### config.mk
export PLATFORM = sky130hd
export DESIGN_NAME = rsic_top
export DESIGN_NICKNAME = d
export VERILOG_FILES = /design/src/pkg/rsic_pkg.sv /design/src/pkg/rsic_if.sv /design/src/hw/rsic_cause.sv /design/src/hw/rsic_prio.sv /design/src/hw/rsic_top.sv
export VERILOG_INCLUDE_DIRS = /design/src /design/src/pkg
export SDC_FILE = /design/constraint.sdc
export NUM_CORES = 1
export LEC_CHECK = 0
export BUFFER_PORTS_ARGS = -buffer_cell sky130_fd_sc_hd__buf_2
export CAP_MARGIN = 20
export CORE_MARGIN = 2
export CORE_UTILIZATION = 53
export CTS_BUF_LIST = sky130_fd_sc_hd__clkbuf_4
export DETAILED_ROUTE_END_ITERATION = 16
export PLACE_DENSITY_LB_ADDON = 0.2
export SETUP_SLACK_MARGIN = 0.05
export SLEW_MARGIN = 20
export SYNTH_ARGS = -nofsm -noshare
export SYNTH_HDL_FRONTEND = slang
export SYNTH_HIERARCHICAL = 1
export SYNTH_SLANG_ARGS = --single-unit
### constraint.sdc
create_clock -name sys_clk -period 4.5 [get_ports sys_clk]
set_input_delay 0.225 -clock sys_clk [delete_from_list [all_inputs] [get_ports sys_clk]]
set_output_delay 0.225 -clock sys_clk [all_outputs]
set_load 0.005 [all_outputs]
### src/pkg/rsic_params.svh
// Purpose: Named constants of the reset status and interrupt controller
// Assumes: Included by its bare name from the package and the design files
// Notes:   Definitions only
`ifndef RSIC_PARAMS_SVH
`define RSIC_PARAMS_SVH

// ----------------------------------------------------------------------
// Register map
// ----------------------------------------------------------------------
`define RSIC_ADDR_CAUSE   3'h0
`define RSIC_ADDR_FLAG_LO 3'h1
`define RSIC_ADDR_FLAG_HI 3'h2
`define RSIC_ADDR_EN_LO   3'h3
`define RSIC_ADDR_EN_HI   3'h4
`define RSIC_ADDR_STATE   3'h5

// ----------------------------------------------------------------------
// Reset cause bits and power-on value
// ----------------------------------------------------------------------
`define RSIC_CAUSE_POR_VAL 8'h80
`define RSIC_CAUSE_PIN     6
`define RSIC_CAUSE_LOWV    1

// ----------------------------------------------------------------------
// Source flag indices (enable bits at the same positions, but bit 0 masks and bit 9 enables fault detection; bit 8 gates flag 9)
// ----------------------------------------------------------------------
`define RSIC_F_EXT   0
`define RSIC_F_PLL   1
`define RSIC_F_T1OV  4
`define RSIC_F_RX    7
`define RSIC_F_OVR   8
`define RSIC_F_FAULT 9
`define RSIC_E_FDEN  9
`define RSIC_NFLAG   11

// ----------------------------------------------------------------------
// Stacking: PCL, PCH, X, A, CCR; index high byte is never stacked
// ----------------------------------------------------------------------
`define RSIC_STACK_FIRST 3'h0
`define RSIC_STACK_LAST  3'h4

// ----------------------------------------------------------------------
// Vector addresses per priority group
// ----------------------------------------------------------------------
`define RSIC_VEC_SWI 16'hfffc
`define RSIC_VEC_G1  16'hfffa
`define RSIC_VEC_G2  16'hfff8
`define RSIC_VEC_G3  16'hfff6
`define RSIC_VEC_G4  16'hfff4
`define RSIC_VEC_G5  16'hfff2
`define RSIC_VEC_G6  16'hfff0
`define RSIC_VEC_G8  16'hffec
`define RSIC_VEC_G9  16'hffea
`define RSIC_VEC_G10 16'hffe8
`define RSIC_VEC_G11 16'hffe6
`define RSIC_VEC_G12 16'hffe4
`define RSIC_VEC_G13 16'hffe2
`define RSIC_VEC_G14 16'hffde
`define RSIC_VEC_G15 16'hffde
`define RSIC_VEC_G16 16'hffdc

`endif

### src/pkg/rsic_pkg.sv
// Purpose: Types of the reset status and interrupt controller
// Assumes: rsic_params.svh supplies the widths
// Notes:   One-hot sequencer states
`default_nettype none
`include "rsic_params.svh"

package rsic_pkg;

  // --------------------------------------------------------------------
  // Entry sequencer states
  // --------------------------------------------------------------------
  typedef enum logic [3:0] {
    RSIC_IDLE    = 4'b0001,
    RSIC_STACK   = 4'b0010,
    RSIC_VECT    = 4'b0100,
    RSIC_UNSTACK = 4'b1000
  } rsic_state_t;

  // Core state
  typedef struct packed {
    rsic_state_t               st;
    logic [2:0]                cnt;
    logic                      pend;
    logic                      pc_dec;
    logic [15:0]               vec;
    logic [`RSIC_NFLAG-1:0]    flags;
    logic [`RSIC_NFLAG-1:0]    en;
    logic [7:0]                rdata;
    logic [2:0]                s1;
    logic [2:0]                s2;
    logic                      ss_prev;
    logic                      pll_prev;
  } rsic_core_t;

  // Reset cause state
  typedef struct packed {
    logic [7:0] cause;
  } rsic_cause_t;

endpackage : rsic_pkg
`default_nettype wire

### src/pkg/rsic_if.sv
// Purpose: Carrier between the core and its cause and priority blocks
// Assumes: Single clock domain
// Notes:   Cause sources are levels held during a reset
`default_nettype none

interface rsic_if;
  logic [6:1]  cause_src;
  logic        cause_rd;
  logic [7:0]  cause;
  logic [16:1] grp_req;
  logic        grp_any;
  logic [15:0] grp_vec;

  modport core  (output cause_src, cause_rd, grp_req, input cause, grp_any, grp_vec);
  modport cause_side (input cause_src, cause_rd, output cause);
  modport prio  (input grp_req, output grp_any, grp_vec);
endinterface : rsic_if

`default_nettype wire

### src/hw/rsic_cause.sv
// Purpose: Reset cause status register, clear on read
// Assumes: rst_b is the power-on reset only
// Notes:   A source active in the read cycle survives the clear
`default_nettype none
`include "rsic_params.svh"

module rsic_cause
  import rsic_pkg::*;
(
  // Clock and power-on reset
  input  wire logic sys_clk,
  input  wire logic rst_b,
  // Core side
  rsic_if.cause_side cif
);

  rsic_cause_t r;
  rsic_cause_t next_r;

  // Accumulate sources, read clears all, set wins
  always_comb begin
    next_r = r;
    if (cif.cause_rd) begin
      next_r.cause = 8'h00;
    end
    next_r.cause[6:1] = next_r.cause[6:1] | cif.cause_src;
  end

  // Power-on sets only the power-on flag
  always_ff @(posedge sys_clk or negedge rst_b) begin
    if (!rst_b) begin
      r.cause <= `RSIC_CAUSE_POR_VAL;
    end else begin
      r <= next_r;
    end
  end

  assign cif.cause = r.cause;
endmodule : rsic_cause
`default_nettype wire

### src/hw/rsic_prio.sv
// Purpose: Fixed priority resolver, group 1 highest, 16 lowest
// Assumes: Requests already gated by their enables
// Notes:   Purely combinational
`default_nettype none
`include "rsic_params.svh"

module rsic_prio
  import rsic_pkg::*;
(
  // Core side
  rsic_if.prio pif
);

  // Vector of the highest-priority pending group
  function automatic logic [15:0] rsic_pick(input logic [16:1] req);
    logic [4:0] idx;
    idx = 5'h00;
    for (int i = 16; i >= 1; i--) begin
      if (req[i]) begin
        idx = 5'(i);
      end
    end
    case (idx)
      5'h01:   rsic_pick = `RSIC_VEC_G1;
      5'h02:   rsic_pick = `RSIC_VEC_G2;
      5'h03:   rsic_pick = `RSIC_VEC_G3;
      5'h04:   rsic_pick = `RSIC_VEC_G4;
      5'h05:   rsic_pick = `RSIC_VEC_G5;
      5'h06:   rsic_pick = `RSIC_VEC_G6;
      5'h08:   rsic_pick = `RSIC_VEC_G8;
      5'h09:   rsic_pick = `RSIC_VEC_G9;
      5'h0a:   rsic_pick = `RSIC_VEC_G10;
      5'h0b:   rsic_pick = `RSIC_VEC_G11;
      5'h0c:   rsic_pick = `RSIC_VEC_G12;
      5'h0d:   rsic_pick = `RSIC_VEC_G13;
      5'h0e:   rsic_pick = `RSIC_VEC_G14;
      5'h0f:   rsic_pick = `RSIC_VEC_G15;
      5'h10:   rsic_pick = `RSIC_VEC_G16;
      default: rsic_pick = `RSIC_VEC_SWI;
    endcase
  endfunction : rsic_pick

  // Resolve
  assign pif.grp_vec = rsic_pick(pif.grp_req);
  assign pif.grp_any = |pif.grp_req;

endmodule : rsic_prio
`default_nettype wire

### src/hw/rsic_top.sv
// Purpose: Reset cause capture and interrupt arbitration for an 8-bit MCU
// Assumes: rst_b is power-on reset; later resets arrive as source levels
// Notes:   CPU signals share sys_clk; pins pass two flip-flops
//
// Overview of operation
// - Reset pin reset sets external-reset flag; power-on or read clears it.
// - Watchdog timeout reset sets watchdog flag; power-on or read clears it.
// - Illegal opcode reset sets bad-opcode flag; power-on or read clears it.
// - Opcode fetch from unmapped address sets its flag; power-on or read clears.
// - Monitor mode entry reset sets monitor flag; power-on or read clears it.
// - Low supply reset sets low-supply flag; power-on or read clears it.
// - Reading the cause register clears all flags; flags accumulate until then.
// - Power-on sets power-on flag and clears all other cause flags.
// - Interrupt entry waits for the current instruction to finish.
// - Entry pushes CPU registers; return-from-interrupt pops them back.
// - Entry sets the global mask; a latched interrupt cannot be preempted.
// - Upper index byte is never stacked.
// - At each boundary with mask clear, highest-priority pending request wins.
// - Request pending at return is taken before the next main instruction.
// - Priorities 0 to 16 fixed; each group but reserved 7 has a two-byte vector, 14 and 15 sharing ffde.
// - Global mask blocks every source except the software interrupt.
// - Software interrupt is unmaskable, stacks PC; hardware stacks PC minus one.
// - Each PLL lock change sets PLL flag; request only with its enable.
// - Timer wrap at modulo sets overflow flag; request only with enable.
// - Capture or compare sets channel flag; request only with its enable.
// - Serial rx-full and tx-empty flags set on transfers, each own enable.
// - Mode-fault flag on slave select fault when detection is enabled.
// - Overrun flag when a byte arrives before previous one was read.
`default_nettype none
`include "rsic_params.svh"

module rsic_top
  import rsic_pkg::*;
(
  // Clock and reset
  input  wire logic        sys_clk,
  input  wire logic        rst_b,
  // Register port
  input  wire logic [2:0]  reg_addr,
  input  wire logic [7:0]  reg_wdata,
  input  wire logic        reg_wr,
  input  wire logic        reg_rd,
  output logic      [7:0]  reg_rdata,
  // Reset sources from system reset logic
  input  wire logic        rst_pin_b,
  input  wire logic        rst_src_wdog,
  input  wire logic        rst_src_opcode,
  input  wire logic        rst_src_fetch,
  input  wire logic        rst_src_monitor,
  input  wire logic        rst_src_lowv,
  // CPU core handshake
  input  wire logic        cpu_insn_done,
  input  wire logic        cpu_i_mask,
  input  wire logic        cpu_swi_exec,
  input  wire logic        cpu_rti_exec,
  output logic             stack_push,
  output logic             stack_pop,
  output logic      [2:0]  stack_sel,
  output logic             stack_pc_minus_one,
  output logic             vector_load,
  output logic      [15:0] vector_addr,
  output logic             set_i_mask,
  output logic             cpu_hold,
  // Peripheral events and pins
  input  wire logic        external_interrupt_pin,
  input  wire logic        pll_locked,
  input  wire logic        tim1_wrap,
  input  wire logic [1:0]  tim1_chan_evt,
  input  wire logic        tim2_wrap,
  input  wire logic        tim2_chan_evt,
  input  wire logic        spi_rx_xfer,
  input  wire logic        spi_tx_xfer,
  input  wire logic        spi_rx_read,
  input  wire logic        spi_master,
  input  wire logic        spi_busy,
  input  wire logic        spi_select_pin,
  input  wire logic [5:0]  ext_grp_req
);

  // --------------------------------------------------------------------
  // State and submodules
  // --------------------------------------------------------------------
  rsic_core_t            r;
  rsic_core_t            next_r;
  logic [`RSIC_NFLAG-1:0] set_v;
  logic [`RSIC_NFLAG-1:0] clr_v;
  logic [`RSIC_NFLAG-1:0] gate_v;
  logic [`RSIC_NFLAG-1:0] fe;
  logic                  boundary;
  logic                  ss_rise;

  rsic_if cif ();

  rsic_cause u_cause (
    .sys_clk (sys_clk),
    .rst_b   (rst_b),
    .cif     (cif.cause_side)
  );

  rsic_prio u_prio (
    .pif (cif.prio)
  );

  // --------------------------------------------------------------------
  // Reset cause sources and clear-on-read
  // --------------------------------------------------------------------
  assign cif.cause_src = {~r.s2[2], rst_src_wdog, rst_src_opcode,
                          rst_src_fetch, rst_src_monitor, rst_src_lowv};
  assign cif.cause_rd  = reg_rd && (reg_addr == `RSIC_ADDR_CAUSE);

  // --------------------------------------------------------------------
  // Request gating
  // --------------------------------------------------------------------
  // Error enable serves both overrun and mode fault
  assign gate_v = {r.en[10], r.en[`RSIC_F_OVR], r.en[8:1], ~r.en[`RSIC_F_EXT]};
  assign fe     = r.flags & gate_v;
  // Group 7 is reserved and never requests
  assign cif.grp_req = {ext_grp_req, fe[10], fe[9] | fe[8] | fe[7], fe[6], 1'b0,
                        fe[5:0]};

  // Slave select rising edge on the synchronised pin
  assign ss_rise  = r.s2[1] && !r.ss_prev;
  // Instruction boundary, or the recheck right after a return
  assign boundary = cpu_insn_done || r.pend;

  // --------------------------------------------------------------------
  // Flag set and clear terms
  // --------------------------------------------------------------------
  always_comb begin
    set_v = '0;
    clr_v = '0;
    set_v[`RSIC_F_EXT]   = ~r.s2[0];
    set_v[`RSIC_F_PLL]   = pll_locked ^ r.pll_prev;
    set_v[3:2]           = tim1_chan_evt;
    set_v[`RSIC_F_T1OV]  = tim1_wrap;
    set_v[5]             = tim2_chan_evt;
    set_v[6]             = tim2_wrap;
    set_v[`RSIC_F_RX]    = spi_rx_xfer;
    set_v[10]            = spi_tx_xfer;
    set_v[`RSIC_F_OVR]   = spi_rx_xfer && r.flags[`RSIC_F_RX] && !spi_rx_read;
    set_v[`RSIC_F_FAULT] = r.en[`RSIC_E_FDEN] &&
                           ((!spi_master && spi_busy && ss_rise) ||
                            (spi_master && !r.s2[1]));
    // Software clears by writing ones
    if (reg_wr && reg_addr == `RSIC_ADDR_FLAG_LO) begin
      clr_v[7:0] = reg_wdata;
    end
    if (reg_wr && reg_addr == `RSIC_ADDR_FLAG_HI) begin
      clr_v[10:8] = reg_wdata[2:0];
    end
    // Reading the receive buffer empties it
    if (spi_rx_read) begin
      clr_v[`RSIC_F_RX] = 1'b1;
    end
    // External request acknowledged on its own vector fetch
    if (r.st == RSIC_VECT && r.vec == `RSIC_VEC_G1) begin
      clr_v[`RSIC_F_EXT] = 1'b1;
    end
  end

  // --------------------------------------------------------------------
  // Next state: synchronisers, registers, read data, sequencer
  // --------------------------------------------------------------------
  always_comb begin
    next_r          = r;
    next_r.s1       = {rst_pin_b, spi_select_pin, external_interrupt_pin};
    next_r.s2       = r.s1;
    next_r.ss_prev  = r.s2[1];
    next_r.pll_prev = pll_locked;
    // Set wins over clear
    next_r.flags    = (r.flags & ~clr_v) | set_v;
    next_r.pend     = 1'b0;
    next_r.cnt      = r.cnt;

    // Enable writes
    if (reg_wr && reg_addr == `RSIC_ADDR_EN_LO) begin
      next_r.en[7:0] = reg_wdata;
    end
    if (reg_wr && reg_addr == `RSIC_ADDR_EN_HI) begin
      next_r.en[10:8] = reg_wdata[2:0];
    end

    // Read data valid the cycle after the strobe
    next_r.rdata = 8'h00;
    if (reg_rd) begin
      case (reg_addr)
        `RSIC_ADDR_CAUSE:   next_r.rdata = cif.cause;
        `RSIC_ADDR_FLAG_LO: next_r.rdata = r.flags[7:0];
        `RSIC_ADDR_FLAG_HI: next_r.rdata = {5'h00, r.flags[10:8]};
        `RSIC_ADDR_EN_LO:   next_r.rdata = r.en[7:0];
        `RSIC_ADDR_EN_HI:   next_r.rdata = {5'h00, r.en[10:8]};
        `RSIC_ADDR_STATE:   next_r.rdata = {3'h0, cif.grp_any, r.st};
        default:            next_r.rdata = 8'h00;
      endcase
    end

    // Entry sequencer
    case (r.st)
      RSIC_IDLE: begin
        if (boundary) begin
          if (cpu_insn_done && cpu_swi_exec) begin
            // Unmaskable, PC itself is stacked
            next_r.st     = RSIC_STACK;
            next_r.vec    = `RSIC_VEC_SWI;
            next_r.pc_dec = 1'b0;
            next_r.cnt    = `RSIC_STACK_FIRST;
          end else if (cpu_insn_done && cpu_rti_exec) begin
            next_r.st  = RSIC_UNSTACK;
            next_r.cnt = `RSIC_STACK_FIRST;
          end else if (!cpu_i_mask && cif.grp_any) begin
            // Winner frozen here until the vector is loaded
            next_r.st     = RSIC_STACK;
            next_r.vec    = cif.grp_vec;
            next_r.pc_dec = 1'b1;
            next_r.cnt    = `RSIC_STACK_FIRST;
          end
        end
      end
      RSIC_STACK: begin
        // Five pushes, index high byte excluded
        if (r.cnt == `RSIC_STACK_LAST) begin
          next_r.st = RSIC_VECT;
        end else begin
          next_r.cnt = r.cnt + 3'h1;
        end
      end
      RSIC_VECT: begin
        next_r.st = RSIC_IDLE;
      end
      RSIC_UNSTACK: begin
        if (r.cnt == `RSIC_STACK_LAST) begin
          next_r.st   = RSIC_IDLE;
          next_r.pend = 1'b1;
        end else begin
          next_r.cnt = r.cnt + 3'h1;
        end
      end
      default: begin
        next_r.st = RSIC_IDLE;
      end
    endcase
  end

  // --------------------------------------------------------------------
  // State register
  // --------------------------------------------------------------------
  always_ff @(posedge sys_clk or negedge rst_b) begin
    if (!rst_b) begin
      r.st       <= RSIC_IDLE;
      r.cnt      <= 3'h0;
      r.pend     <= 1'b0;
      r.pc_dec   <= 1'b0;
      r.vec      <= 16'h0000;
      r.flags    <= 11'h000;
      r.en       <= 11'h001; // External pin masked after reset
      r.rdata    <= 8'h00;
      r.s1       <= 3'h7;
      r.s2       <= 3'h7;
      r.ss_prev  <= 1'b1;
      r.pll_prev <= 1'b0;
    end else begin
      r <= next_r;
    end
  end

  // --------------------------------------------------------------------
  // Outputs
  // --------------------------------------------------------------------
  assign reg_rdata          = r.rdata;
  assign stack_push         = (r.st == RSIC_STACK);
  assign stack_pop          = (r.st == RSIC_UNSTACK);
  // Push order PCL..CCR, pop order reversed
  assign stack_sel          = stack_pop ? (`RSIC_STACK_LAST - r.cnt) : r.cnt;
  assign stack_pc_minus_one = r.pc_dec;
  assign vector_load        = (r.st == RSIC_VECT);
  assign vector_addr        = r.vec;
  assign set_i_mask         = (r.st == RSIC_VECT);
  assign cpu_hold           = (r.st != RSIC_IDLE) || r.pend;
endmodule : rsic_top
`default_nettype wire

==> results of run 1 <==
==> cell families after synthesis <==
logic type      after synthesis
flops                        70
other cells                   4
buf+inv                      66
simple gates                120
compound gates               59
mux                          42
fa+ha+maj                     8
xor+xnor                      2
==> worst max path at each step <==
stage / start / to / slack [ns] / depth (start not counted)
CTS: r[36]$_DFF_PN0_ / vector_addr[15]$_DFFE_PN0P_ / 1.52 / 8
finish: r[36]$_DFF_PN0_ / vector_addr[15]$_DFFE_PN0P_ / 1.52 / 8
floorplan: r[36]$_DFF_PN0_ / stack_pc_minus_one$_DFFE_PN0P_ / 1.92 / 10
detailed placement: r[36]$_DFF_PN0_ / stack_pc_minus_one$_DFFE_PN0P_ / 1.56 / 8
global placement: r[36]$_DFF_PN0_ / stack_pc_minus_one$_DFFE_PN0P_ / 1.58 / 8
global route: r[36]$_DFF_PN0_ / vector_addr[14]$_DFFE_PN0P_ / 1.33 / 8
==> cells in the final DEF (no fill, tap or decap), drive strengths merged, types with 8 or more instances in the layout <==
cell type,instances
clkbuf,9
o21ai,12
mux2,28
ha,8
inv,19
nand2b,18
dlygate4sd3,16
conb,16
dfrtp,60
nor2,20
mux2i,12
dfstp,10
nand2,28
and2,14
a21o,13
buf,78
==> registers in the layout (all words and copies together), names as in the netlist <==
name,count
next_r,4
reg_rdata,8
u_cause/cif.cause,7
r,25
vector_addr,16
stack_pc_minus_one,1
gate_v,9
==> per-layer routing <==
layer	vias up	global-route usage, %
met2	73	34.34
met5	-	0
met4	0	5.385
li1	1369	-
met1	1338	28.42
met3	7	5.448
==> worst reg2reg max path: cells and delay by family, from the launching register on <==
family / cells / cell delay, ns
flip-flops: 1 / 0.42
AO/OA/AOI/OAI: 2 / 0.24
multiplexers: 1 / 0.44
AND/OR/NAND/NOR: 5 / 1.78
==> report_power, final <==
part / switching [mW] / total [mW] / internal [mW] / leakage (nW)
logic: 0.265 / 0.576 / 0.311 / 1.15
clock network: 0.243 / 0.469 / 0.227 / 0.0825
registers: 0.0973 / 0.852 / 0.755 / 0.779
total: 0.605 / 1.90 / 1.29 / 2.01
==> cell type report <==
type	instances	area [um2]	area share (%)
clock buffer	9	67.56	1.513
sequential	70	1764	39.52
clock inverter	7	97.59	2.186
timing repair buffer	94	555.5	12.44
tap	99	123.9	2.775
inverter	18	67.56	1.513
multi-input combinational	247	1788	40.05
==> through the flow <==
step | power (mW) | utilization, %
6_report | 1.897 | 61.88
5_1_grt | 2.027 | 61.88
4_1_cts | 1.914 | 61.88
3_5_place_dp | 1.435 | 57.37
3_3_place_gp | 1.414 | 57.37
2_1_floorplan | 1.346 | -
==> impl_summary.log, run 1 <==
[metrics] status: finished with violations
[metrics] violations in the final reports: negative hold slack
[metrics] standard-cell rows: 31
[metrics] DRC violations left: 0
[metrics] via count of the first global-routing pass: approximately 2800
[metrics] count of boundary I/O pins: between 70 and 80
[metrics] setup repair after global routing missed its margin: no
[metrics] Placed Cells incl. Taps: 512
[metrics] Wirelength per Cell: 14.57 um
[metrics] cells resized by post-CTS repair: 0
[metrics] async set or reset register ratio after synthesis: 100.0%
[metrics] endpoint of the lowest-slack register-to-register path: vector_addr[15]$_DFFE_PN0P_
[metrics] top post-synthesis cells by count: sky130_fd_sc_hd__dfrtp_1 (60), sky130_fd_sc_hd__buf_4 (38), sky130_fd_sc_hd__nand2_1 (27)
[metrics] height of the die: 90.13 um
[metrics] CTS tree: done
[metrics] fraction of synthesized cell area taken by the top area cell type: 38.19%
[metrics] mean area per synthesized cell: 10.60 um2
[metrics] final routed wirelength across all metal layers: 7928 um
[metrics] category of cells accounting for the largest share of critical-path delay: simple AND/OR/NAND/NOR gates
[metrics] CTS Buf Count: 9
[metrics] clk root buf: sky130_fd_sc_hd__clkbuf_4
[metrics] fillcell total: 626
[metrics] post-synthesis cell type with the largest combined area: sky130_fd_sc_hd__dfrtp_1
[metrics] postcts setup bufs: 0
[metrics] ratio of final minimum period to clock period: 66.21%
[metrics] Cells after Synth: 371
[metrics] pre-CTS setup slack: 1.557 ns
[metrics] ranking of synthesized cells by area: sky130_fd_sc_hd__dfrtp_1 (38%), sky130_fd_sc_hd__buf_4 (7.3%), sky130_fd_sc_hd__dfstp_2 (6.7%), sky130_fd_sc_hd__mux2_2 (5.7%), sky130_fd_sc_hd__mux2i_1 (3.1%)
[metrics] Synth Area in XOR/XNOR: less than 1%
[metrics] number of library cell types mapped by synthesis: 65
[metrics] VDD IR-drop max: 173.1 uV
[metrics] transition time at the pin with the least slew margin: 0.9718 ns
[metrics] number of synthesized register bits: 70
[metrics] Final Skew: slightly above 0.007 ns
[metrics] max-cap violation count: 0
[metrics] setup slack of the worst register-to-register path: 1.52 ns
[metrics] adder-cell share of the synthesized area: 2.546%
[metrics] Starting Density: 54.49%
[metrics] setup tns final: 0 ns
[metrics] post-route cell area: 0.004464 mm2
[metrics] count of buffers inserted at the top-level ports: 76
[metrics] worst reg2reg path depth: 8
[metrics] Antenna Nets Post-Route: 0
[metrics] maximum buffer depth of the clock tree: 2
[metrics] delay of the slowest critical-path stage: 0.53 ns
[metrics] number of hold violations in the final report: 9
[metrics] CP Max Fanout: 18
[metrics] first-pass GRT wire length: 13720 um
[metrics] top_reg_cell synth: sky130_fd_sc_hd__dfrtp_1
[metrics] Post-synth EDFFs: 0
[metrics] Total Nets Final: 492
[metrics] Critical Path Slowest Stage Cell: sky130_fd_sc_hd__or4_4
[metrics] combinational family with the most area after synthesis: simple AND/OR/NAND/NOR gates
[metrics] placed cell area: between 0.004 and 0.005 mm2
[metrics] buffers plus inverters on the worst setup path: 0
[metrics] die area: 0.008123 mm2
[metrics] placer's final routability congestion estimate: 0.8582
[metrics] DIE WIDTH: roughly 90 um
[metrics] clock insertion delay at the later pin of the skew report: between 0.4 and 0.5 ns
[metrics] total power density per cell area: approximately 430 mW/mm2
[metrics] post-detailed-route via-to-cell ratio: 5.123
[metrics] type of the worst setup path: flop to flop
[metrics] Synth Area in Compound Gates: between 10% and 20%
[metrics] met3 routed wirelength: 367 um
[metrics] initial antenna violation count: 0
[metrics] total routing usage reported by global routing: approximately a fifth
[metrics] routed vias: 2787
[metrics] register area share after synthesis: 44.88%
[metrics] number of hold buffers added after CTS: 16
[metrics] critical-path cell list: o21ai_0 > nand2_1 > or4_4 > or3_2 > nand2b_1 > o21ai_0 > and3b_1 > mux2_4
[metrics] total global routing overflow: 0
[metrics] maximum number of pins on one net before global-route repair: slightly above 70
[metrics] final cell count without fillers: 544
[metrics] Most Frequent Cell on Critical Path: sky130_fd_sc_hd__o21ai_0
[metrics] max-slew violation count: 0
[metrics] class of the tightest hold or removal check: input pin to asynchronous set/reset pin
[metrics] number of warnings reported in the yosys synthesis log: 6
[metrics] data required time of the worst path: 4.81 ns
[metrics] post-synthesis cell area: a little under 0.004 mm2
[metrics] Worst Slack Setup Final: roughly 1.5 ns
[metrics] fraction of synthesized area in multiplexers: 12.89%
[metrics] CTS sink count: 70
[metrics] HPWL after detailed placement: 5724 um
[metrics] routed wire length on met2: 3864 um
[metrics] CP Data Arrival Time: 3.29 ns
[metrics] leakage power: approximately 2 nW
[metrics] fraction of layout cells with a size suffix above 1: 33.03%
[metrics] count leader, synth: sky130_fd_sc_hd__dfrtp_1
[metrics] topmost layer with routed signal wires: met4
[metrics] achievable frequency: between 300 and 400 MHz
[metrics] synthesized-area fraction occupied by and/or/nand/nor cells: between 10% and 20%
[metrics] area of the core region: 0.007214 mm2
[metrics] endpoints failing setup: 0
[metrics] count of antenna diodes in the layout: 0
[metrics] final critical delay including setup and external delays: between 2 and 3 ns
[metrics] Worst R2R Start: r[36]$_DFF_PN0_
[metrics] 1st-pass router iterations: 4
[metrics] WHS: -0.03173 ns
[metrics] clock-pin slew of the registers on the worst-case setup and hold paths: 0.12 ns
[metrics] Worst setup EP type: flop
[metrics] Slew HR: between 30% and 40%
[metrics] Post-Route M1 WL: 3632 um
[metrics] H-tree depth: 3
[metrics] CP startpoint kind: flop
[metrics] area added between synthesis and finish: 13.56%
[metrics] first-iteration detailed-routing DRC count: 149
No activity file was read; power rests on OpenSTA's default activity.
==> run 2: changes to the inputs <==
- CORE_UTILIZATION: 53 -> 52
- clock period: 4.5 -> 2.7 ns (I/O delays scaled with it)
==> run 2 against run 1 <==
  * The run now ends clean
  * Register-to-register slack got worse by 1.3 ns
  * Cell count up 4.6%
  * Routed wire length rose by 6.4%
  * Global-route usage is 0.29 points higher
  * Die area rose by 1.8%
  * Highest routed layer unchanged
  * Fmax up 18%
  * Worst setup slack got worse by 1.3 ns
==> impl_summary.log, run 2 (synthesis results as in run 1) <==
[metrics] status: complete, no violations (was finished with violations)
[metrics] fraction of the core area covered by cells at the end of the flow: 64.36% (was 61.88%)
[metrics] buffers plus inverters on the worst setup path: 1 (was 0)
[metrics] total global routing overflow: 0 (unchanged)
[metrics] total power density per cell area: 670.9 mW/mm2 (was 425.0 mW/mm2)
[metrics] endpoints failing setup: 0 (unchanged)
[metrics] CP Max Fanout: 18 (unchanged)
[metrics] standard-cell rows: 31 (unchanged)
[metrics] setup slack of the worst register-to-register path: 0.18 ns (was 1.52 ns)
[metrics] setup repair after global routing missed its margin: no (unchanged)
[metrics] max-slew violation count: 0 (unchanged)
[metrics] 1st-pass router iterations: 4 (unchanged)
[metrics] H-tree depth: 3 (unchanged)
[metrics] class of the tightest hold or removal check: input pin to flop (was input pin to asynchronous set/reset pin)
[metrics] CP startpoint kind: flop (unchanged)
[metrics] register containing the most flip-flops in the final layout: r (unchanged)
[metrics] worst reg2reg path depth: 9 (was 8)
[metrics] ratio of final minimum period to clock period: 93.37% (was 66.21%)
[metrics] pre-CTS setup slack: 0.08215 ns (was 1.557 ns)
[metrics] count of buffers inserted at the top-level ports: 76 (unchanged)
[metrics] clock insertion delay at the later pin of the skew report: 0.42 ns (about the same)
[metrics] HPWL after detailed placement: 5901 um (was 5724 um)
[metrics] Total Nets Final: 517 (was 492)
[metrics] clock-pin slew of the registers on the worst-case setup and hold paths: 0.12 ns (about the same)
[metrics] CTS tree: done (unchanged)
[metrics] VDD IR-drop max: 314.9 uV (was 173.1 uV)
[metrics] DIE WIDTH: 90.95 um (was 90.13 um)
[metrics] total routing usage reported by global routing: 21.42% (was 21.13%)
[metrics] area of the core region: 0.007292 mm2 (was 0.007214 mm2)
[metrics] Slew HR: 38.90% (was 35.21%)
[metrics] category of cells accounting for the largest share of critical-path delay: simple AND/OR/NAND/NOR gates (unchanged)
[metrics] post-route cell area: 0.004693 mm2 (was 0.004464 mm2)
[metrics] placer's final routability congestion estimate: 0.8446 (was 0.8582)
[metrics] final critical delay including setup and external delays: 2.521 ns (was 2.979 ns)
[metrics] critical-path cell list: o21ai_1 > nand2_1 > or4_4 > or3_4 > nand2b_1 > o21ai_0 > and3b_2 > buf_12 > mux2_4 (was o21ai_0 > nand2_1 > or4_4 > or3_2 > nand2b_1 > o21ai_0 > and3b_1 > mux2_4)
[metrics] max FFs per register: 25 (unchanged)
[metrics] clk root buf: sky130_fd_sc_hd__clkbuf_4 (unchanged)
[metrics] post-detailed-route via-to-cell ratio: 5.142 (was 5.123)
[metrics] hold path startpoint: spi_rx_read
[metrics] count of boundary I/O pins: 77 (unchanged)
[metrics] Wirelength per Cell: 14.82 um (was 14.57 um)
[metrics] area added between synthesis and finish: 19.38% (was 13.56%)
[metrics] CTS sink count: 70 (unchanged)
[metrics] CP Data Arrival Time: 2.83 ns (was 3.29 ns)
[metrics] Endpoint, Worst Hold: r[34]$_DFF_PN0_
[metrics] routed vias: 2926 (was 2787)
[metrics] endpoint of the lowest-slack register-to-register path: stack_pc_minus_one$_DFFE_PN0P_ (was vector_addr[15]$_DFFE_PN0P_)
[metrics] maximum number of pins on one net before global-route repair: 71 (unchanged)
[metrics] final routed wirelength across all metal layers: 8435 um (was 7928 um)
[metrics] fraction of layout cells with a size suffix above 1: 33.83% (was 33.03%)
[metrics] Worst R2R Start: r[36]$_DFF_PN0_ (unchanged)
[metrics] die area: 0.008272 mm2 (was 0.008123 mm2)
[metrics] Worst Slack Setup Final: 0.1791 ns (was 1.521 ns)
[metrics] DRC violations left: 0 (unchanged)
[metrics] Antenna Nets Post-Route: 0 (unchanged)
[metrics] max-cap violation count: 0 (unchanged)
[metrics] most frequent standard cell in the layout excluding fill and tap cells: sky130_fd_sc_hd__buf_2 (unchanged)
[metrics] count of antenna diodes in the layout: 0 (unchanged)
[metrics] number of hold violations in the final report: 0 (was 9)
[metrics] height of the die: 90.95 um (was 90.13 um)
[metrics] achievable frequency: 396.7 MHz (was 335.6 MHz)
[metrics] via count of the first global-routing pass: 2888 (was 2831)
[metrics] CTS Buf Count: 9 (unchanged)
[metrics] most frequent cells in the layout: sky130_fd_sc_hd__buf_2 (76), sky130_fd_sc_hd__dfrtp_1 (60), sky130_fd_sc_hd__dlygate4sd3_1 (30) (was sky130_fd_sc_hd__buf_2 (76), sky130_fd_sc_hd__dfrtp_1 (60), sky130_fd_sc_hd__nand2_1 (27))
[metrics] transition time at the pin with the least slew margin: 0.9037 ns (was 0.9718 ns)
[metrics] Critical Path Slowest Stage Cell: sky130_fd_sc_hd__or4_4 (unchanged)
[metrics] Starting Density: 53.91% (was 54.49%)
[metrics] cell depth of the worst min-delay path: 3
[metrics] first-iteration detailed-routing DRC count: 158 (was 149)
[metrics] leakage power: 2.107 nW (was 2.008 nW)
[metrics] Worst setup EP type: flop (unchanged)
[metrics] setup tns final: 0 ns (unchanged)
[metrics] fillcell total: 614 (was 626)
[metrics] data required time of the worst path: 3.01 ns (was 4.81 ns)
[metrics] initial antenna violation count: 0 (unchanged)
[metrics] placed cell area: 0.004217 mm2 (was 0.004139 mm2)
[metrics] maximum buffer depth of the clock tree: 2 (unchanged)
[metrics] first-pass GRT wire length: 13960 um (was 13720 um)
[metrics] delay of the slowest critical-path stage: 0.50 ns (was 0.53 ns)
[metrics] Final Skew: 0.01519 ns (was 0.007203 ns)
[metrics] type of the worst setup path: flop to flop (unchanged)
==> run 2: routing by layer <==
layer  wire length [um]  track usage (%)
met3                481            5.145
met5                  0                0
met4                 80            6.061
met2               4072            34.26
met1               3800            29.27
==> run 2: final cells by class <==
| cell class | instances | area, um2 | area share, % |
|---|---|---|---|
| repair buffers | 119 | 803.3 | 17.12 |
| clock buffers | 9 | 67.56 | 1.440 |
| multi-input cells | 247 | 1794 | 38.23 |
| flip-flops and latches | 70 | 1764 | 37.59 |
| well taps | 99 | 123.9 | 2.639 |
| inverters | 18 | 67.56 | 1.440 |
| clock inverters | 7 | 72.57 | 1.546 |
==> run 2: what timing repair did <==
action | in CTS | in global routing
setup buffers | 1 | 3
resized for setup | 0 | 4
hold endpoints to repair | 94 | 0
pin swaps | 0 | 2
endpoints found under the setup margin | 3 | 16
hold buffers | 30 | 0
==> run 2: tightest hold or removal path, delay by kind of cell <==
family,cells,cell delay (ns)
AOI/OAI and AO/OA,1,0.14
buffers and inverters,2,0.17
==> run 2: where the power goes <==
| part | switching, mW | internal (mW) | leakage (nW) |
|---|---|---|---|
| Clock | 0.405 | 0.283 | 0.0723 |
| Combinational | 0.466 | 0.572 | 1.25 |
| Sequential | 0.164 | 1.26 | 0.779 |
| Total | 1.04 | 2.11 | 2.11 |
==> run 2: how the worst max path moves through the flow <==
stage / startpoint / cells past startpoint / slack [ns] / to
after floorplan: r[36]$_DFF_PN0_ / 10 / 0.12 / stack_pc_minus_one$_DFFE_PN0P_
after global placement: r[36]$_DFF_PN0_ / 9 / 0.11 / stack_pc_minus_one$_DFFE_PN0P_
after detailed placement: r[36]$_DFF_PN0_ / 9 / 0.08 / vector_addr[15]$_DFFE_PN0P_
after CTS: r[36]$_DFF_PN0_ / 9 / 0.06 / stack_pc_minus_one$_DFFE_PN0P_
after global routing: r[36]$_DFF_PN0_ / 11 / 0.07 / vector_addr[2]$_DFFE_PN0P_
final: r[36]$_DFF_PN0_ / 9 / 0.18 / stack_pc_minus_one$_DFFE_PN0P_
==> run 2: metrics by stage <==
step / cells / power [mW] / hold WS [ns]
4_1_cts: 566 / 3.160 / 0.02628
6_report: 569 / 3.149 / 0.05550
2_1_floorplan: 383 / 2.243 / -0.1606
3_3_place_gp: 519 / 2.397 / 0.1888
5_1_grt: 569 / 3.354 / 0.04387
3_5_place_dp: 519 / 2.437 / 0.1852
==> run 3: changes to the inputs <==
- CORE_UTILIZATION: 52 -> 50
- PLACE_DENSITY: not set -> 0.78
- PLACE_DENSITY_LB_ADDON: 0.2 -> not set
- SYNTH_HIERARCHICAL: 1 -> not set
==> run 3 against run 2 <==
  * Combinational power fell by 25%
  * Area after synthesis fell by 16%
  * Sequential power down 18%
  * Clock power down 8.3%
  * Design area is 16% lower
==> impl_summary.log, run 3 <==
[metrics] status: complete, no violations (unchanged)
[metrics] total power density per cell area: 655.4 mW/mm2 (was 670.9 mW/mm2)
[metrics] clk root buf: sky130_fd_sc_hd__clkbuf_4 (unchanged)
[metrics] net switching power figure: 864.9 uW (was 1.035 mW)
[metrics] final cell count without fillers: 476 (was 569)
[metrics] Worst setup EP type: flop (unchanged)
[metrics] count of buffers inserted at the top-level ports: 75 (was 76)
[metrics] data required time of the worst path: 2.99 ns (was 3.01 ns)
[metrics] Cells after Synth: 320 (was 371)
[metrics] Final Skew: 0.01865 ns (was 0.01519 ns)
[metrics] die area: 0.007299 mm2 (was 0.008272 mm2)
[metrics] Wirelength per Cell: 17.01 um (was 14.82 um)
[metrics] number of warnings reported in the yosys synthesis log: 0 (was 6)
[metrics] sequential power share: 45.3% (was 45.2%)
[metrics] post-synthesis cell type with the largest combined area: sky130_fd_sc_hd__dfrtp_1 (unchanged)
[metrics] Internal Dissipation: 1.717 mW (was 2.113 mW)
[metrics] Post-synth EDFFs: 0 (unchanged)
[metrics] count leader, synth: sky130_fd_sc_hd__dfrtp_1 (unchanged)
[metrics] pre-CTS setup slack: 0.4173 ns (was 0.08215 ns)
[metrics] post-detailed-route via-to-cell ratio: 5.853 (was 5.142)
[metrics] Placed Cells incl. Taps: 435 (was 519)
[metrics] routed vias: 2786 (was 2926)
[metrics] Antenna Nets Post-Route: 0 (unchanged)
[metrics] setup tns final: 0 ns (unchanged)
[metrics] endpoints failing setup: 0 (unchanged)
[metrics] Slew HR: 51.00% (was 38.90%)
[metrics] Starting Density: 51.92% (was 53.91%)
[metrics] maximum buffer depth of the clock tree: 2 (unchanged)
[metrics] CP startpoint kind: flop (unchanged)
[metrics] top post-synthesis cells by count: sky130_fd_sc_hd__dfrtp_1 (50), sky130_fd_sc_hd__nand2_1 (31), sky130_fd_sc_hd__buf_4 (26) (was sky130_fd_sc_hd__dfrtp_1 (60), sky130_fd_sc_hd__buf_4 (38), sky130_fd_sc_hd__nand2_1 (27))
[metrics] area added between synthesis and finish: 18.79% (was 19.38%)
[metrics] post-synthesis cell area: 0.003316 mm2 (was 0.003931 mm2)
[metrics] most frequent cells in the layout: sky130_fd_sc_hd__buf_2 (75), sky130_fd_sc_hd__dfrtp_1 (50), sky130_fd_sc_hd__nand2_1 (31) (was sky130_fd_sc_hd__buf_2 (76), sky130_fd_sc_hd__dfrtp_1 (60), sky130_fd_sc_hd__dlygate4sd3_1 (30))
[metrics] class of the tightest hold or removal check: input pin to flop (unchanged)
[metrics] first-pass GRT wire length: 13190 um (was 13960 um)
[metrics] CTS tree: done (unchanged)
[metrics] register area share after synthesis: 45.66% (was 44.88%)
[metrics] 1st-pass router iterations: 6 (was 4)
[metrics] DIE WIDTH: 85.44 um (was 90.95 um)
[metrics] final routed wirelength across all metal layers: 8095 um (was 8435 um)
[metrics] maximum number of pins on one net before global-route repair: 27 (was 71)
[metrics] HPWL after detailed placement: 5706 um (was 5901 um)
[metrics] postcts setup bufs: 0 (was 1)
[metrics] ratio of final minimum period to clock period: 88.26% (was 93.37%)
[metrics] height of the die: 85.44 um (was 90.95 um)
[metrics] max-cap violation count: 0 (unchanged)
[metrics] mean area per synthesized cell: 10.36 um2 (was 10.60 um2)
[metrics] H-tree depth: 3 (unchanged)
[metrics] Logic pwr share: 30.2% (was 33.0%)
[metrics] clock-pin slew of the registers on the worst-case setup and hold paths: 0.11 ns (was 0.12 ns)
[metrics] net count after synthesis: 372
[metrics] CP Data Arrival Time: 2.67 ns (was 2.83 ns)
[metrics] fraction of synthesized cell area taken by the top area cell type: 37.74% (was 38.19%)
[metrics] count of boundary I/O pins: 77 (unchanged)
[metrics] leakage power: 1.731 nW (was 2.107 nW)
[metrics] achievable frequency: 419.6 MHz (was 396.7 MHz)
[metrics] ranking of synthesized cells by area: sky130_fd_sc_hd__dfrtp_1 (38%), sky130_fd_sc_hd__dfstp_2 (7.9%), sky130_fd_sc_hd__buf_4 (5.9%), sky130_fd_sc_hd__mux2_2 (5.4%), sky130_fd_sc_hd__nand2_1 (3.5%) (was sky130_fd_sc_hd__dfrtp_1 (38%), sky130_fd_sc_hd__buf_4 (7.3%), sky130_fd_sc_hd__dfstp_2 (6.7%), sky130_fd_sc_hd__mux2_2 (5.7%), sky130_fd_sc_hd__mux2i_1 (3.1%))
[metrics] first-iteration detailed-routing DRC count: 184 (was 158)
[metrics] max-slew violation count: 0 (unchanged)
[metrics] setup repair after global routing missed its margin: no (unchanged)
[metrics] number of hold violations in the final report: 0 (unchanged)
[metrics] async set or reset register ratio after synthesis: 100.0% (unchanged)
[metrics] fraction of layout cells with a size suffix above 1: 33.08% (was 33.83%)
[metrics] Worst Slack Setup Final: 0.3170 ns (was 0.1791 ns)
[metrics] count of antenna diodes in the layout: 0 (unchanged)
[metrics] number of hold buffers added after CTS: 25 (was 30)
[metrics] delay of the slowest critical-path stage: 0.42 ns (was 0.50 ns)
[metrics] register containing the most flip-flops in the final layout: r (unchanged)
[metrics] CP Max Fanout: 5 (was 18)
[metrics] clock insertion delay at the later pin of the skew report: 0.41 ns (was 0.42 ns)
[metrics] top_reg_cell synth: sky130_fd_sc_hd__dfrtp_1 (unchanged)
[metrics] transition time at the pin with the least slew margin: 0.7282 ns (was 0.9037 ns)
[metrics] cells resized by post-CTS repair: 0 (unchanged)
[metrics] max FFs per register: 25 (unchanged)
[metrics] Clk network pwr share: 24.5% (was 21.9%)
[metrics] via count of the first global-routing pass: 2665 (was 2888)
[metrics] type of the worst setup path: flop to flop (unchanged)
[metrics] VDD IR-drop max: 436.8 uV (was 314.9 uV)
[metrics] critical-path cell list: o21a_1 > a221oi_1 > a221o_1 > nand2_1 > a21oi_1 > ha_1 > nand3_1 > o31a_1 > o32a_2 (was o21ai_1 > nand2_1 > or4_4 > or3_4 > nand2b_1 > o21ai_0 > and3b_2 > buf_12 > mux2_4)
[metrics] WHS: 0.03855 ns (was 0.05550 ns)
[metrics] area of the core region: 0.006386 mm2 (was 0.007292 mm2)
[metrics] CTS sink count: 60 (was 70)
[metrics] Total Nets Final: 446 (was 517)
[metrics] number of synthesized register bits: 60 (was 70)
[metrics] Critical Path Slowest Stage Cell: sky130_fd_sc_hd__dfrtp_1 (was sky130_fd_sc_hd__or4_4)
[metrics] DRC violations left: 0 (unchanged)
[metrics] most frequent standard cell in the layout excluding fill and tap cells: sky130_fd_sc_hd__buf_2 (unchanged)
[metrics] initial antenna violation count: 0 (unchanged)
[metrics] CTS Buf Count: 9 (unchanged)
[metrics] net switching share of the total power: 33.50% (was 32.88%)
[metrics] total routing usage reported by global routing: 23.30% (was 21.42%)
[metrics] total global routing overflow: 0 (unchanged)
[metrics] final critical delay including setup and external delays: 2.383 ns (was 2.521 ns)
[metrics] standard-cell rows: 29 (was 31)
[metrics] fraction of the core area covered by cells at the end of the flow: 61.68% (was 64.36%)
[metrics] placer's final routability congestion estimate: 1.038 (was 0.8446)
[metrics] number of library cell types mapped by synthesis: 70 (was 65)
-- run 3: cell count changes after synthesis, sizes merged, moves of 5 or more --
cell / previous run / this run
inv: 18 / 7
and2: 14 / 6
clkbuf: 4 / 11
buf: 44 / 28
mux2i: 12 / 7
dfrtp: 60 / 50
mux2: 28 / 16
nand2b: 18 / 3
-- run 3: final timing paths --
kind	to	cells after the start	from	slack, ns
setup / recovery	vector_addr[5]$_DFFE_PN0P_	9	r[36]$_DFF_PN0_	0.32
hold / removal	gate_v[8]$_DFFE_PN0P_	2	reg_wdata[0]	0.04
setup reg to reg	vector_addr[5]$_DFFE_PN0P_	9	r[36]$_DFF_PN0_	0.32
hold reg to reg	r[1]$_DFF_PN1_	0	next_r[1]$_DFF_PN1_	0.36
max in group asynchronous	r[59]$_DFFE_PN1P_	3	rst_b	1.65
min in group asynchronous	u_cause.cif.cause[6]$_DFF_PN0_	2	rst_b	0.25
-- run 3: cell type report --
cell class                 count  area (um2)
inverter                       7       26.28
clock buffer                  12       90.09
clock inverter                 4       41.29
sequential                    60        1514
timing repair buffer         102       640.6
tap                           77       96.34
fill                         541        2447
multi-input combinational    214        1530
-- run 3: critical path, delay by kind of cell, from the launching register on --
family,cells,cell delay (ns)
AO/OA/AOI/OAI,6,1.48
flip-flops,1,0.42
adder cells (fa/ha/maj),1,0.21
AND/OR/NAND/NOR,2,0.16
-- run 3: per-layer routing --
layer,wire [um],vias up,part of all wire [%],global-route usage (%)
met5,0,-,0,0
met1,3340,1313,41,31.72
met4,205,0,2.5,9.668
li1,-,1287,-,-
met3,625,28,7.7,5.253
met2,3925,158,48,36.08
-- run 3: power groups by stage --
stage | combinational, mW | sequential, mW | clock (mW)
after floorplan | 0.581 | 1.13 | 0
after global placement | 0.716 | 1.18 | 0
after detailed placement | 0.737 | 1.19 | 0
after CTS | 0.775 | 1.17 | 0.640
after global routing | 0.873 | 1.19 | 0.678
final | 0.780 | 1.17 | 0.631
-- run 3: metrics by stage --
stage / power, mW / cell area, um2
2_1_floorplan: 1.707 / 3316
3_3_place_gp: 1.895 / 3557
3_5_place_dp: 1.922 / 3557
4_1_cts: 2.582 / 3939
5_1_grt: 2.739 / 3939
6_report: 2.581 / 3939
-- run 3: kinds of logic (layout without fill, tap and decap cells) --
group           Yosys count  count (layout)  share of synthesized area [%]
simple gates            100             100                          16.94
compound gates           80              80                          18.00
flops                    60              60                          45.66
buf+inv                  46             125                          8.189
mux                      23              23                          7.547
fa+ha+maj                 8               8                          3.019
xor+xnor                  2               2                         0.5284
other cells               1               1                         0.1131
